**config.mk**
```make
export PLATFORM = sky130hd
export DESIGN_NAME = rcso_top
export DESIGN_NICKNAME = d
export VERILOG_FILES = /design/src/design/rcso_pkg.sv /design/src/design/rcso_src_if.sv /design/src/design/rcso_src_qual.sv /design/src/design/rcso_top.sv
export VERILOG_INCLUDE_DIRS = /design/src /design/src/design
export SDC_FILE = /design/constraint.sdc
export NUM_CORES = 1
export LEC_CHECK = 0
export BUFFER_PORTS_ARGS = -buffer_cell sky130_fd_sc_hd__buf_2
export CAP_MARGIN = 20
export CORE_UTILIZATION = 51
export CTS_CLUSTER_DIAMETER = 150
export DETAILED_ROUTE_END_ITERATION = 7
export MAX_ROUTING_LAYER = met4
export PLACE_DENSITY = 0.84
export SLEW_MARGIN = 40
export SYNTH_ARGS = -nofsm -noshare
export SYNTH_HDL_FRONTEND = slang
export SYNTH_SLANG_ARGS = --single-unit
```
**constraint.sdc**
```tcl
create_clock -name clk_i -period 4 [get_ports clk_i]
set_clock_uncertainty 0.1 [all_clocks]
set_input_delay 0.4 -clock clk_i [delete_from_list [all_inputs] [get_ports clk_i]]
set_output_delay 0.4 -clock clk_i [all_outputs]
set_load 0.02 [all_outputs]
```
**src/design/rcso_consts.svh**
```systemverilog
// Offsets, field positions, reset values and timing counts
`ifndef RCSO_CONSTS_SVH
`define RCSO_CONSTS_SVH

// Register indices on the CPU register port
`define RCSO_ADDR_CAUSE 2'h0
`define RCSO_ADDR_FORCE 2'h1
`define RCSO_ADDR_OPTS  2'h2

// Reset-cause flag positions
`define RCSO_POR_BIT  7
`define RCSO_PIN_BIT  6
`define RCSO_WDOG_BIT 5
`define RCSO_ILL_BIT  4
`define RCSO_CLK_BIT  2
`define RCSO_LV_BIT   1
`define RCSO_CAUSE_MASK 8'hf6
`define RCSO_CAUSE_POR  8'h82

// Force-reset control
`define RCSO_FORCE_BIT 0
`define RCSO_FORCE_READ 8'h00

// Options layout and defaults
`define RCSO_WDEN_BIT 7
`define RCSO_WDTO_BIT 6
`define RCSO_HALT_BIT 5
`define RCSO_DPIN_BIT 1
`define RCSO_OPTS_MASK 8'he2
`define RCSO_OPTS_RST  8'hc2

// Watchdog periods in bus clocks
`define RCSO_WDOG_SHORT_CYC 8192
`define RCSO_WDOG_LONG_CYC  262144

// Least width of the system reset pulse
`define RCSO_CLK_MHZ 40
`define RCSO_HOLD_NS 200
`define RCSO_HOLD_CYC ((`RCSO_HOLD_NS * `RCSO_CLK_MHZ + 999) / 1000)

`endif

```
**src/design/rcso_pkg.sv**
```systemverilog
// Types shared by the reset-cause and options logic
package rcso_pkg;

	// One-hot sequencer states
	typedef enum logic [1:0]
	{
		RCSO_RUN  = 2'b01,
		RCSO_HOLD = 2'b10
	} rcso_state_t;

	typedef logic [7:0] rcso_byte_t;

endpackage

```
**src/design/rcso_src_if.sv**
```systemverilog
// Reset sources passed to the qualifier and the qualified result it returns
`timescale 1ns/1ps

interface rcso_src_if;
	import rcso_pkg::*;

	logic       pin_low;
	logic       wdog_to;
	logic       wdog_en;
	logic       unimpl;
	logic       halt_exec;
	logic       halt_en;
	logic       background_instruction_exec;
	logic       background_instruction_en;
	logic       clk_req;
	logic       lv_trip;
	logic       lv_en;
	logic       lv_ren;
	logic       lv_halt_en;
	logic       in_halt;
	logic       force_rst;
	logic       prior_por;
	logic       req;
	rcso_byte_t next_cause;

	modport src
	(
		output pin_low, wdog_to, wdog_en, unimpl, halt_exec, halt_en,
		output background_instruction_exec, background_instruction_en, clk_req, lv_trip, lv_en, lv_ren,
		output lv_halt_en, in_halt, force_rst, prior_por,
		input  req, next_cause
	);

	modport qual
	(
		input  pin_low, wdog_to, wdog_en, unimpl, halt_exec, halt_en,
		input  background_instruction_exec, background_instruction_en, clk_req, lv_trip, lv_en, lv_ren,
		input  lv_halt_en, in_halt, force_rst, prior_por,
		output req, next_cause
	);

endinterface

```
**src/design/rcso_src_qual.sv**
```systemverilog
// Qualifies reset sources and forms the next reset-cause byte
`timescale 1ns/1ps
`include "rcso_consts.svh"

module rcso_src_qual
	import rcso_pkg::*;
(
	rcso_src_if.qual s    // Sources in, request and cause out
);

	logic lv_rst;
	logic wd_rst;
	logic ill_rst;
	logic other_rst;

	// Low-voltage trip only counts with both enables, and in halt only
	// when detection is kept alive there
	assign lv_rst = s.lv_trip & s.lv_en & s.lv_ren &
		(~s.in_halt | s.lv_halt_en);
	assign wd_rst = s.wdog_to & s.wdog_en;
	assign ill_rst = s.unimpl | (s.halt_exec & ~s.halt_en) |
		(s.background_instruction_exec & ~s.background_instruction_en);
	assign other_rst = s.pin_low | wd_rst | ill_rst | s.clk_req;

	assign s.req = s.force_rst | lv_rst | other_rst;

	// Cause byte: every active source recorded, the rest cleared; a force reset clears every flag
	always_comb
	begin
		s.next_cause = 8'h00;
		if (!s.force_rst)
		begin
			s.next_cause[`RCSO_PIN_BIT] = s.pin_low;
			s.next_cause[`RCSO_WDOG_BIT] = wd_rst;
			s.next_cause[`RCSO_ILL_BIT] = ill_rst;
			s.next_cause[`RCSO_CLK_BIT] = s.clk_req;
			s.next_cause[`RCSO_LV_BIT] = lv_rst;
			// A lone low-voltage reset leaves the power-on flag alone
			s.next_cause[`RCSO_POR_BIT] = lv_rst & ~other_rst &
				s.prior_por;
		end
	end

endmodule

```
**src/design/rcso_top.sv**
```systemverilog
// Reset-cause flags, debug force reset and write-once system options
`timescale 1ns/1ps
`include "rcso_consts.svh"

module rcso_top
	import rcso_pkg::*;
#(
	parameter logic [18:0] WDOG_SHORT_CYC = 19'(`RCSO_WDOG_SHORT_CYC),
	parameter logic [18:0] WDOG_LONG_CYC  = 19'(`RCSO_WDOG_LONG_CYC)
)
(
	input  wire logic        clk_i,                     // Bus clock
	input  wire logic        resetn_i,                  // Power-on reset
	input  wire logic [1:0]  reg_addr_i,                // Register index
	input  wire logic        reg_wr_i,                  // Write strobe
	input  wire logic        reg_rd_i,                  // Read strobe
	input  wire logic [7:0]  reg_wdata_i,               // Write data
	input  wire logic        reg_dbg_i,                 // Access by debug
	output logic      [7:0]  reg_rdata_o,               // Read data
	input  wire logic        ext_reset_n_i,             // Reset pin level
	input  wire logic        wdog_timeout_i,            // Watchdog expired
	input  wire logic        unimpl_opcode_i,           // Bad opcode run
	input  wire logic        halt_exec_i,               // Halt executed
	input  wire logic        background_instruction_exec_i,               // Background instr
	input  wire logic        background_mode_enable_i,  // Background on
	input  wire logic        clk_gen_reset_req_i,       // Clock gen reset
	input  wire logic        low_voltage_trip_i,        // Supply below trip
	input  wire logic        low_voltage_detect_enable_i, // Detector on
	input  wire logic        low_voltage_reset_enable_i,  // Trip resets
	input  wire logic        low_voltage_in_halt_enable_i, // Kept in halt
	input  wire logic        in_halt_i,                 // Chip is halted
	output logic             sys_reset_o,               // System reset
	output logic             wdog_restart_o,            // Restart pulse
	output logic             watchdog_enable_o,         // Watchdog on
	output logic             watchdog_timeout_select_o, // Long timeout
	output logic      [18:0] wdog_limit_o,              // Timeout cycles
	output logic             halt_mode_enable_o,        // Halt allowed
	output logic             debug_pin_enable_o         // Pin is debug
);

	rcso_state_t state;
	rcso_state_t next_state;
	logic [3:0]  hold_cnt;
	rcso_byte_t  cause;
	rcso_byte_t  opts;
	logic        opts_locked;
	logic        running;
	logic        wr_cause;
	logic        wr_force;
	logic        wr_opts;
	logic        force_rst;

	rcso_src_if src ();

	// Shared index compare for the read and write paths
	function automatic logic hit(input logic [1:0] a, input logic [1:0] t);
		hit = (a == t);
	endfunction

	// Register access is only served while the system runs
	assign running = (state == RCSO_RUN);

	// Write decode, one chain per access kind
	always_comb
	begin
		wr_cause = 1'b0;
		wr_force = 1'b0;
		wr_opts = 1'b0;
		if (running && reg_wr_i)
		begin
			if (hit(reg_addr_i, `RCSO_ADDR_CAUSE))
				wr_cause = 1'b1;
			else if (hit(reg_addr_i, `RCSO_ADDR_FORCE))
				wr_force = 1'b1;
			else if (hit(reg_addr_i, `RCSO_ADDR_OPTS))
				wr_opts = 1'b1;
		end
	end

	// Program writes to the force register fall away here
	assign force_rst = wr_force & reg_dbg_i &
		reg_wdata_i[`RCSO_FORCE_BIT];

	// Sources toward the qualifier; event inputs only sampled while running, enables, in_halt and the power-on flag passed ungated
	assign src.pin_low = running & ~ext_reset_n_i;
	assign src.wdog_to = running & wdog_timeout_i;
	assign src.wdog_en = opts[`RCSO_WDEN_BIT];
	assign src.unimpl = running & unimpl_opcode_i;
	assign src.halt_exec = running & halt_exec_i;
	assign src.halt_en = opts[`RCSO_HALT_BIT];
	assign src.background_instruction_exec = running & background_instruction_exec_i;
	assign src.background_instruction_en = background_mode_enable_i;
	assign src.clk_req = running & clk_gen_reset_req_i;
	assign src.lv_trip = running & low_voltage_trip_i;
	assign src.lv_en = low_voltage_detect_enable_i;
	assign src.lv_ren = low_voltage_reset_enable_i;
	assign src.lv_halt_en = low_voltage_in_halt_enable_i;
	assign src.in_halt = in_halt_i;
	assign src.force_rst = force_rst;
	assign src.prior_por = cause[`RCSO_POR_BIT];

	rcso_src_qual u_qual
	(
		.s (src.qual)
	);

	// Sequencer: a reset request opens a stretched reset window
	always_comb
	begin
		next_state = state;
		case (state)
			RCSO_RUN:
			begin
				if (src.req)
					next_state = RCSO_HOLD;
			end
			RCSO_HOLD:
			begin
				// A pin held low keeps the chip in reset past the minimum
				if (hold_cnt == 4'h0 && ext_reset_n_i)
					next_state = RCSO_RUN;
			end
			default:
				next_state = RCSO_HOLD;
		endcase
	end

	// State register; power-on also passes through the hold window
	always_ff @(posedge clk_i or negedge resetn_i)
	begin
		if (!resetn_i)
			state <= RCSO_HOLD;
		else
			state <= next_state;
	end

	// Minimum reset width counter
	always_ff @(posedge clk_i or negedge resetn_i)
	begin
		if (!resetn_i)
			hold_cnt <= 4'(`RCSO_HOLD_CYC - 1);
		else if (running && src.req)
			hold_cnt <= 4'(`RCSO_HOLD_CYC - 1);
		else if (hold_cnt != 4'h0)
			hold_cnt <= hold_cnt - 4'h1;
	end

	// System reset output follows the next state so it has no lag
	always_ff @(posedge clk_i or negedge resetn_i)
	begin
		if (!resetn_i)
			sys_reset_o <= 1'b1;
		else
			sys_reset_o <= (next_state == RCSO_HOLD);
	end

	// Cause flags are captured once, as the reset is entered
	always_ff @(posedge clk_i or negedge resetn_i)
	begin
		if (!resetn_i)
			cause <= `RCSO_CAUSE_POR;
		else if (running && src.req)
			cause <= src.next_cause & `RCSO_CAUSE_MASK;
	end

	// Any write to the cause index kicks the watchdog; flags untouched
	always_ff @(posedge clk_i or negedge resetn_i)
	begin
		if (!resetn_i)
			wdog_restart_o <= 1'b0;
		else
			wdog_restart_o <= wr_cause;
	end

	// Write-once options; every system reset rearms them to defaults
	always_ff @(posedge clk_i or negedge resetn_i)
	begin
		if (!resetn_i)
		begin
			opts <= `RCSO_OPTS_RST;
			opts_locked <= 1'b0;
		end
		else if (!running)
		begin
			opts <= `RCSO_OPTS_RST;
			opts_locked <= 1'b0;
		end
		else if (wr_opts && !opts_locked)
		begin
			// Unused bits never store, so they always read zero
			opts <= reg_wdata_i & `RCSO_OPTS_MASK;
			opts_locked <= 1'b1;
		end
	end

	// Watchdog period follows the timeout select
	always_ff @(posedge clk_i or negedge resetn_i)
	begin
		if (!resetn_i)
			wdog_limit_o <= 19'(`RCSO_WDOG_LONG_CYC);
		else if (opts[`RCSO_WDTO_BIT])
			wdog_limit_o <= WDOG_LONG_CYC;
		else
			wdog_limit_o <= WDOG_SHORT_CYC;
	end

	// Read path, one cycle of latency; unmapped indices read zero
	always_ff @(posedge clk_i or negedge resetn_i)
	begin
		if (!resetn_i)
			reg_rdata_o <= 8'h00;
		else if (running && reg_rd_i)
		begin
			if (hit(reg_addr_i, `RCSO_ADDR_CAUSE))
				reg_rdata_o <= cause & `RCSO_CAUSE_MASK;
			else if (hit(reg_addr_i, `RCSO_ADDR_FORCE))
				reg_rdata_o <= `RCSO_FORCE_READ;
			else if (hit(reg_addr_i, `RCSO_ADDR_OPTS))
				reg_rdata_o <= opts & `RCSO_OPTS_MASK;
			else
				reg_rdata_o <= 8'h00;
		end
	end

	// Option outputs come straight from the option flip-flops
	assign watchdog_enable_o = opts[`RCSO_WDEN_BIT];
	assign watchdog_timeout_select_o = opts[`RCSO_WDTO_BIT];
	assign halt_mode_enable_o = opts[`RCSO_HALT_BIT];
	assign debug_pin_enable_o = opts[`RCSO_DPIN_BIT];

endmodule

```
Word level (Yosys, flattened, before mapping)

Index checks and enable logic that the tools add are counted.

$add $sub $neg: 1
Eq/ne operators: 6
Multiplexer cells: 24
Bitwise logic cells: 30
Reduce and logical (&&, ||, !) cells: 10

Operators by type and width:

| kind                | number |
|---|---|
| $mux 8              | 5 |
| $mux 19             | 1 |
| $and 1x1->1         | 17 |
| $mux 4              | 3 |
| $mux 1              | 11 |
| $or 1x1->1          | 8 |
| $eq 2x2->1 const B  | 3 |
| $mux 2              | 3 |
| $logic_and 1x1->1   | 5 |
| $not 1->1           | 5 |
| $eq 2x1->1 const B  | 2 |
| $logic_not 4->1     | 1 |
| $pmux 2 s2          | 1 |
| $reduce_bool 4->1   | 1 |
| $sub 4x1->4 const B | 1 |
| $logic_not 2->1     | 1 |
| $ne 2x1->1 const B  | 1 |
| $reduce_bool 2->1   | 1 |
| $logic_not 1->1     | 1 |

Flip-flop bits (word level): 50
Input port bits: 27
Word-level logic and storage cells: 80

Longest topological paths before layout

Gate-level depths: netlist of the first run.

Word-level depth: 11
Gate-level depth with buffers: 8

By module

A second synthesis of the first run with hierarchy kept.

Cells, all modules: 146
Area, all modules: 1,544.0 µm²

By module, submodules not included:

| module        | instances | cells each | area each (µm²) | seq. area each (µm²) |
|---|---|---|---|---|
| rcso_top      | 1         | 127        | 1,418.9         | 689.4 |
| rcso_src_qual | 1         | 19         | 125.1           | 0.0 |

Worst setup path after synthesis of the first run

OpenSTA, ideal clock, no wires.

Kind: flip-flop to flip-flop
Start: register state[1]
End: register cause[2]
Library setup time: 0.120 ns
Arrival time: 1.581 ns
Setup slack: 2.200 ns
Cell stages (with the launch flop): 8
Clock period less this slack: 1.800 ns
Cell sequence: dfstp_2 > inv_1 > ha_1 > nand2_1 > or4_1 > buf_2 > and3_1 > a31o_1

Cells in the longest elaborated chain, start to end: 9

RTL lines:

| item                    | line                | RTL |
|---|---|---|
| start, declared         | rcso_top.sv:41      | `rcso_state_t state;` |
| start signal, assigned  | rcso_top.sv:134     | `state <= next_state;` |
| $eq 2x1->1 *            | rcso_top.sv:61      | `assign running = (state == RCSO_RUN);` |
| net running             | rcso_top.sv:47      | `logic running;` |
| $and 1x1->1             | rcso_top.sv:89      | `assign src.halt_exec = running & halt_exec_i;` |
| $and 1x1->1             | rcso_src_qual.sv:21 | `assign ill_rst = s.unimpl \| (s.halt_exec & ~s.halt_en) \|` |
| $or 1x1->1 (2 in a row) | rcso_src_qual.sv:21 |  |
| $or 1x1->1 (2 in a row) | rcso_src_qual.sv:23 | `assign other_rst = s.pin_low \| wd_rst \| ill_rst \| s.clk_req;` |
| $or 1x1->1              | rcso_src_qual.sv:25 | `assign s.req = s.force_rst \| lv_rst \| other_rst;` |
| $logic_and 1x1->1       | rcso_top.sv:162     | `else if (running && src.req)` |
| end signal, assigned    | rcso_top.sv:161     | `` cause <= `RCSO_CAUSE_POR; `` |
| end signal, assigned    | rcso_top.sv:163     | `` cause <= src.next_cause & `RCSO_CAUSE_MASK; `` |
| end, declared           | rcso_top.sv:44      | `rcso_byte_t cause;` |

The timed path passes the listed nets; every way through them passes the cells marked *.
A chain may end at the register's enable or synchronous reset.

Worst setup path after layout of the first run

Ends and elaborated chain as after synthesis.

==> metrics.txt, run 1 <==
status finished clean; vias in the first global route 1076; HP Class primary input to register; slowest CP cell or4_1; worst hold path depth 2; Final Hold Viols 0; row cnt 19; Setup CP Type register to register; All-Layer GR Usage 0.200; die extent in y 55.6 um; Hold Path End cause[6]; Synth area leaders dfrtp_1, dfstp_2, buf_4; crit end category register; cell chain of the critical path inv_1 > ha_1 > nand2_1 > or4_1 > and3_1 > a31o_1; async set-reset flop share out of synthesis 1.00; Reg2Reg Depth 6; Port Buffers 37; global-route wire length before repair 4.71 mm; Mean Syn Cell Area 9.77 um^2; Longest Clk Path Bufs 2; Starting Density 0.536; post-route ant nets 0; Clock Tree Root clkbuf_4; VDD IR max 0.396 mV; H-Tree Depth 1; Syn Std Cell Area 1470 um^2; RSZ-0062 raised after global routing false; ant diodes 0; largest net degree at the start of global routing 28; Post-Route Setup TNS 0 ps; CP arrival 2730 ps; Max Fclk 385 MHz; Compound-Gate Fraction of Synth Area 0.131; Req. time, crit path 4140 ps; vias per cell 5.27; initial antenna violation count 0; layout cell share with drive strength beyond 1 0.296; Worst Setup Start Kind register; post-synthesis xor/xnor area fraction 0.00598; DRC viols 0; fin nets 218; EDFF count, synth 0; Boundary Pins 60; die extent in x 55.6 um; leak pwr 0.827 nW; Distinct cells, synth 40; Clk Latency, worst-skew pair 330 ps; worst hold start ext_reset_n_i; r2r startpoint state[1]; area grow syn2layout 11.2%; DR iter-0 viols 32; CTS tree done; GR Overflow Total 0; Routed WL 2.88 mm; mean routed wirelength per cell 13.3 um; max-slew violations 0; area share of fa/ha/maj cells after synthesis 0.0342; Slew @ Worst Pin 694 ps; Synth area leader dfrtp_1; Synth top area share 0.273; die area 3090 um^2; Power Density 521 nW/um^2; Synth Flop Type dfrtp_1; gp weighted congestion 0.800; Final HPWL DP 2.16 mm; number of max-cap violations 0; Reg2Reg Setup Slack 1410 ps; post-synthesis sequential area ratio 0.471; fraction of synthesized area in multiplexers 0.0418; DR vias 1144; final setup vio count 0; post-synthesis simple-gate area fraction 0.176; Post-CTS Setup Bufs 0; Num CTS Buffers 3; Rel. slew slack 0.531; #FFs+latches synth 27; Synth Instances 150; final worst path period need 2590 ps; CP max FO 17; CTS clk-pin slew, worst paths 140 ps; clk sinks 27; Pre-antenna DRT Iters 4; largest family of logic cells by synthesized area simple AND/OR/NAND/NOR gates; period utilisation layout 0.649; synth warn 0; CP peak stage delay 720 ps; RR Endpoint cause[2]; Core Box Area 2730 um^2; Hold WS 156 ps
logic make-up (layout without fill, tap and decap cells):
family,count (synthesis),count (layout)
flip-flops,27,27
buffers and inverters,34,52
other,1,19
XOR/XNOR,1,1
multiplexers,6,6
AND/OR/NAND/NOR,49,49
AO/OA/AOI/OAI,28,28
adder cells (fa/ha/maj),4,4
synth_stat cells, types with 3 or more instances:
library cell and instances:
a21oi_1 3, and2_1 3, buf_2 3, buf_4 19, dfrtp_1 16, dfstp_2 11, ha_1 4, inv_1 9
mux2i_1 5, nand2_1 17, nand2b_1 4, nand3_1 4, nor2_1 5, nor3_1 4, o21ai_0 9
sequential cells by signal, summed over array words and instances, names as in the netlist:
| register | cells |
|---|---|
| sys_reset_o | 1 |
| reg_rdata_o | 6 |
| wdog_limit_o | 2 |
| wdog_restart_o | 1 |
| cause | 6 |
| opts_locked | 1 |
| opts | 4 |
| state | 2 |
| hold_cnt | 4 |
worst max-delay path, delay by kind of cell (launching register included):
| family | cells | cell delay (ps) |
|---|---|---|
| flip-flops | 1 | 410 |
| AO/OA/AOI/OAI | 1 | 180 |
| AND/OR/NAND/NOR | 3 | 1220 |
| adder cells (fa/ha/maj) | 1 | 510 |
| buffers and inverters | 1 | 80 |
cell type report:
type / count / area, um^2
Clock inverter: 1 / 5.00
Tap cell: 31 / 38.8
Sequential cell: 27 / 689
Timing Repair Buffer: 38 / 195
Clock buffer: 3 / 22.5
Inverter: 10 / 37.5
Multi-Input combinational cell: 107 / 641
Fill cell: 229 / 1100
report_power, final:
part | internal (W) | switching [W] | total [W]
Clock | 0.0000376 | 0.0000805 | 0.000118
Sequential | 0.000367 | 0.0000425 | 0.000410
Combinational | 0.000135 | 0.000186 | 0.000321
Total | 0.000539 | 0.000309 | 0.000849
what timing repair did:
action	4_1_cts	5_1_grt
hold buffers	1	0
gates resized for setup	0	0
endpoints found under the hold margin	16	0
worst max path at each step:
stage | start | end | slack, ps | cells after the start
6_report | state[1] | cause[2] | 1410 | 6
2_1_floorplan | state[1] | cause[2] | 2200 | 7
4_1_cts | state[1] | cause[2] | 1460 | 6
3_5_place_dp | state[1] | cause[2] | 1480 | 6
3_3_place_gp | state[1] | cause[2] | 1570 | 6
5_1_grt | state[1] | cause[2] | 1290 | 6
stage by stage:
| step | worst slack, ps | std cells | power, W | cell area, um^2 | utilization |
|---|---|---|---|---|---|
| 3_3_place_gp | 1570 | 212 | 0.000704 | 1590 | 0.582 |
| 6_report | 1410 | 217 | 0.000849 | 1630 | 0.596 |
| 5_1_grt | 1290 | 217 | 0.000909 | 1630 | 0.596 |
| 2_1_floorplan | 2200 | 168 | 0.000658 | 1530 | - |
| 3_5_place_dp | 1480 | 212 | 0.000735 | 1590 | 0.582 |
| 4_1_cts | 1460 | 217 | 0.000854 | 1630 | 0.596 |
routing by layer:
metal	routed length [um]	global-route usage	vias up
li1	-	-	551
met1	1240	0.233	544
met2	1450	0.351	41
met3	144	0.0326	8
met4	48	0.0679	0
met5	0	-	-
placed cells by master, fill, tap and decap left out, types with 3 or more instances in the layout:
| cell type | instances |
|---|---|
| nor2_1 | 5 |
| ha_1 | 4 |
| a21oi_1 | 3 |
| nand2b_1 | 4 |
| nor3_1 | 4 |
| nand2_1 | 17 |
| and2_1 | 3 |
| dfstp_2 | 11 |
| inv_1 | 9 |
| clkbuf_4 | 3 |
| dfrtp_1 | 16 |
| conb_1 | 19 |
| o21ai_0 | 9 |
| nand3_1 | 4 |
| buf_2 | 37 |
| mux2i_1 | 5 |
Note: power is estimated with default switching activity, not from simulation.
==> inputs of run 2 (changes only) <==
--- a/config.mk
+++ b/config.mk
@@ -6,13 +6,14 @@
 export SDC_FILE = /design/constraint.sdc
 export NUM_CORES = 1
 export LEC_CHECK = 0
+export ABC_AREA = 1
 export BUFFER_PORTS_ARGS = -buffer_cell sky130_fd_sc_hd__buf_2
 export CAP_MARGIN = 20
-export CORE_UTILIZATION = 51
+export CORE_UTILIZATION = 43
 export CTS_CLUSTER_DIAMETER = 150
 export DETAILED_ROUTE_END_ITERATION = 7
 export MAX_ROUTING_LAYER = met4
-export PLACE_DENSITY = 0.84
+export PLACE_DENSITY = 0.75
 export SLEW_MARGIN = 40
 export SYNTH_ARGS = -nofsm -noshare
 export SYNTH_HDL_FRONTEND = slang
==> constraint.sdc (replaced) <==
create_clock -name clk_i -period 2.14 [get_ports clk_i]
set_clock_uncertainty 0.1 [all_clocks]
set_input_delay 0.214 -clock clk_i [delete_from_list [all_inputs] [get_ports clk_i]]
set_output_delay 0.214 -clock clk_i [all_outputs]
set_load 0.02 [all_outputs]
==> metrics.txt, run 2 <==
Hold WS -1.33 ps (-157 ps); Clk Latency, worst-skew pair 340 ps (about the same); area grow syn2layout 16.3%; gp weighted congestion 0.821 (+2.6%); Mean Syn Cell Area 8.71 um^2 (-11%); All-Layer GR Usage 0.161 (-0.0386); # fillers 292 (+28%); cell chain of the critical path inv_1 > ha_2 > nand2_1 > nor3_1 > dlygate4sd3_1; vias per cell 4.40 (-16%); RSZ-0062 raised after global routing false; die extent in y 60.3 um (+8.5%); ant diodes 0 (unchanged); final worst path period need 1850 ps (-746 ps); Num CTS Buffers 3 (unchanged); CP arrival 1990 ps (-740 ps); count leader, synth nand2_1; VDD IR max 0.351 mV (-11%); Multi-input gate area 572 um^2 (-11%); CTS clk-pin slew, worst paths 150 ps (about the same); Setup CP Type register to register; leak pwr 0.952 nW (+15%); row cnt 20 (+1); vias in the first global route 1018 (-5.4%); Final Hold Viols 1 (+1); HP Class primary input to register; Post-Route Setup TNS 0 ps (unchanged); layout cell share with drive strength beyond 1 0.316 (+0.0203); failing checks negative hold slack; async set-reset flop share out of synthesis 1.00 (unchanged); Synth Instances 168 (+12%); GR Overflow Total 0 (unchanged); Placement Setup Slack 197 ps (-1280 ps); dpl cells 247 (+17%); post-synthesis sequential area ratio 0.471 (+0.000805); Core Box Area 3130 um^2 (+14%); Req. time, crit path 2280 ps (-1860 ps); mean routed wirelength per cell 10.1 um (-24%); CP max FO 13 (-4); max-slew violations 0 (unchanged); Slew @ Worst Pin 577 ps (-117 ps); post-route ant nets 0 (unchanged); global-route wire length before repair 4.22 mm (-10%); Distinct cells, synth 26 (-35%); Buf/Inv on CP 2 (+1); Power Density 985 nW/um^2 (+89%); Starting Density 0.468 (-0.0683); die area 3640 um^2 (+18%); Syn Std Cell Area 1460 um^2 (-0.17%); Rel. slew slack 0.615 (+0.0840); Worst Setup Start Kind register; period utilisation layout 0.864 (+0.215); most common cell after layout, fill and taps aside buf_2; fin nets 244 (+12%); Boundary Pins 60 (unchanged); Pre-antenna DRT Iters 4 (unchanged); Synth area leaders dfrtp_1, dfstp_2, buf_4; #FFs+latches synth 27 (unchanged); largest net degree at the start of global routing 28 (unchanged); Port Buffers 37 (unchanged); Longest Clk Path Bufs 2 (unchanged); status complete, but fails checks; CTS tree done; most frequent cells in the layout buf_2, nand2_1, inv_1; biggest regs cause (6), reg_rdata_o (6); clk sinks 27 (unchanged); H-Tree Depth 1 (unchanged); slowest CP cell dfstp_2; Synth top area share 0.274 (+0.000468); Seq. cell area 689 um^2 (unchanged); Synth area leader dfrtp_1; Final HPWL DP 1.97 mm (-9.0%); critical path's top delay family buffers and inverters; Max Fclk 541 MHz (+40%); Clock Tree Root clkbuf_4; DR vias 1127 (-1.5%); final setup vio count 0 (unchanged); most common library cells after synthesis nand2_1, inv_1, buf_4; Routed WL 2.60 mm (-9.8%); CP peak stage delay 580 ps (-140 ps); synth warn 0 (unchanged); Final Non-Filler Cells 256 (+18%); Synth Flop Type dfrtp_1; die extent in x 60.3 um (+8.5%); Final Worst Setup Slack 292 ps (-1110 ps); EDFF count, synth 0 (unchanged); crit end category register; DR iter-0 viols 42 (+31%); initial antenna violation count 0 (unchanged); number of max-cap violations 0 (unchanged); DRC viols 0 (unchanged)
==> run 2: changes by cell type in the layout (fill, tap and decap cells not counted), sizes merged, moves of 5 or more <==
| cell | change |
|---|---|
| nand3 | +5 |
| nand2 | +16 |
| a21oi | +6 |
| inv | +20 |
| mux2i | -5 |
==> run 2: repair_timing <==
item / CTS / global route
buffers inserted: 0 / 0
endpoints found under the hold margin: 19 / 0
setup endpoints to repair: 0 / 1
gates resized for setup: 0 / 1
hold buffers: 5 / 0
==> run 2: worst reg2reg max path, stage by stage, from the launching register on <==
cell	delay, ps
dfstp_2	580
inv_1	50
ha_2	270
nand2_1	150
nor3_1	50
dlygate4sd3_1	540
==> run 2: path summary, 6_finish.rpt <==
kind / slack [ps] / cells after the start / end / from
min reg2reg: 290 / 0 / wdog_limit_o[18] / opts[6]
max in group asynchronous: 1280 / 2 / wdog_limit_o[18] / resetn_i
min: -1 / 3 / opts[7] / reg_wdata_i[7]
max reg2reg: 290 / 5 / wdog_restart_o / state[1]
max: 290 / 5 / wdog_restart_o / state[1]
min in group asynchronous: 280 / 2 / reg_rdata_o[6] / resetn_i
==> run 2: final cells by class <==
class                   count  area share
multi-input cells         108       0.336
clock inverters             1     0.00441
flip-flops and latches     27       0.405
inverters                  30      0.0662
clock buffers               3      0.0132
well taps                  44      0.0324
repair buffers             43       0.143
==> run 2: logic make-up (layout without fill, tap and decap cells) <==
group | count (synthesis) | in the layout | synth area share
AOI/OAI and AO/OA | 23 | 23 | 0.0847
DFF | 27 | 27 | 0.471
and+or+nand+nor | 60 | 60 | 0.210
adders and majority gates | 4 | 4 | 0.0342
other | 1 | 19 | 0.00256
buffers and inverters | 51 | 77 | 0.186
xor gates and xnor gates | 2 | 2 | 0.0120
==> run 2: power breakdown <==
part / internal (W) / switching (W) / leakage, nW / total [W]
clock network: 0.0000718 / 0.000162 / 0.0139 / 0.000234
logic: 0.000253 / 0.000399 / 0.608 / 0.000652
registers: 0.000714 / 0.0000764 / 0.329 / 0.000790
total: 0.00104 / 0.000637 / 0.952 / 0.00168
==> run 2: layer usage <==
| layer | routed length, um | vias to the layer above | track usage |
|---|---|---|---|
| li1 | - | 573 | - |
| met1 | 1170 | 511 | 0.187 |
| met2 | 1270 | 40 | 0.273 |
| met3 | 133 | 3 | 0.0281 |
| met4 | 29 | 0 | 0.0664 |
| met5 | 0 | - | - |
==> run 2: through the flow <==
step | total power (W) | utilization | cell area (um^2) | hold slack, ps
detailed placement | 0.00145 | 0.518 | 1620 | 145
finish | 0.00168 | 0.544 | 1700 | -1.33
global route | 0.00181 | 0.544 | 1700 | 17.2
global placement | 0.00143 | 0.518 | 1620 | 141
CTS | 0.00168 | 0.543 | 1700 | 5.37
floorplan | 0.00132 | - | 1530 | -182
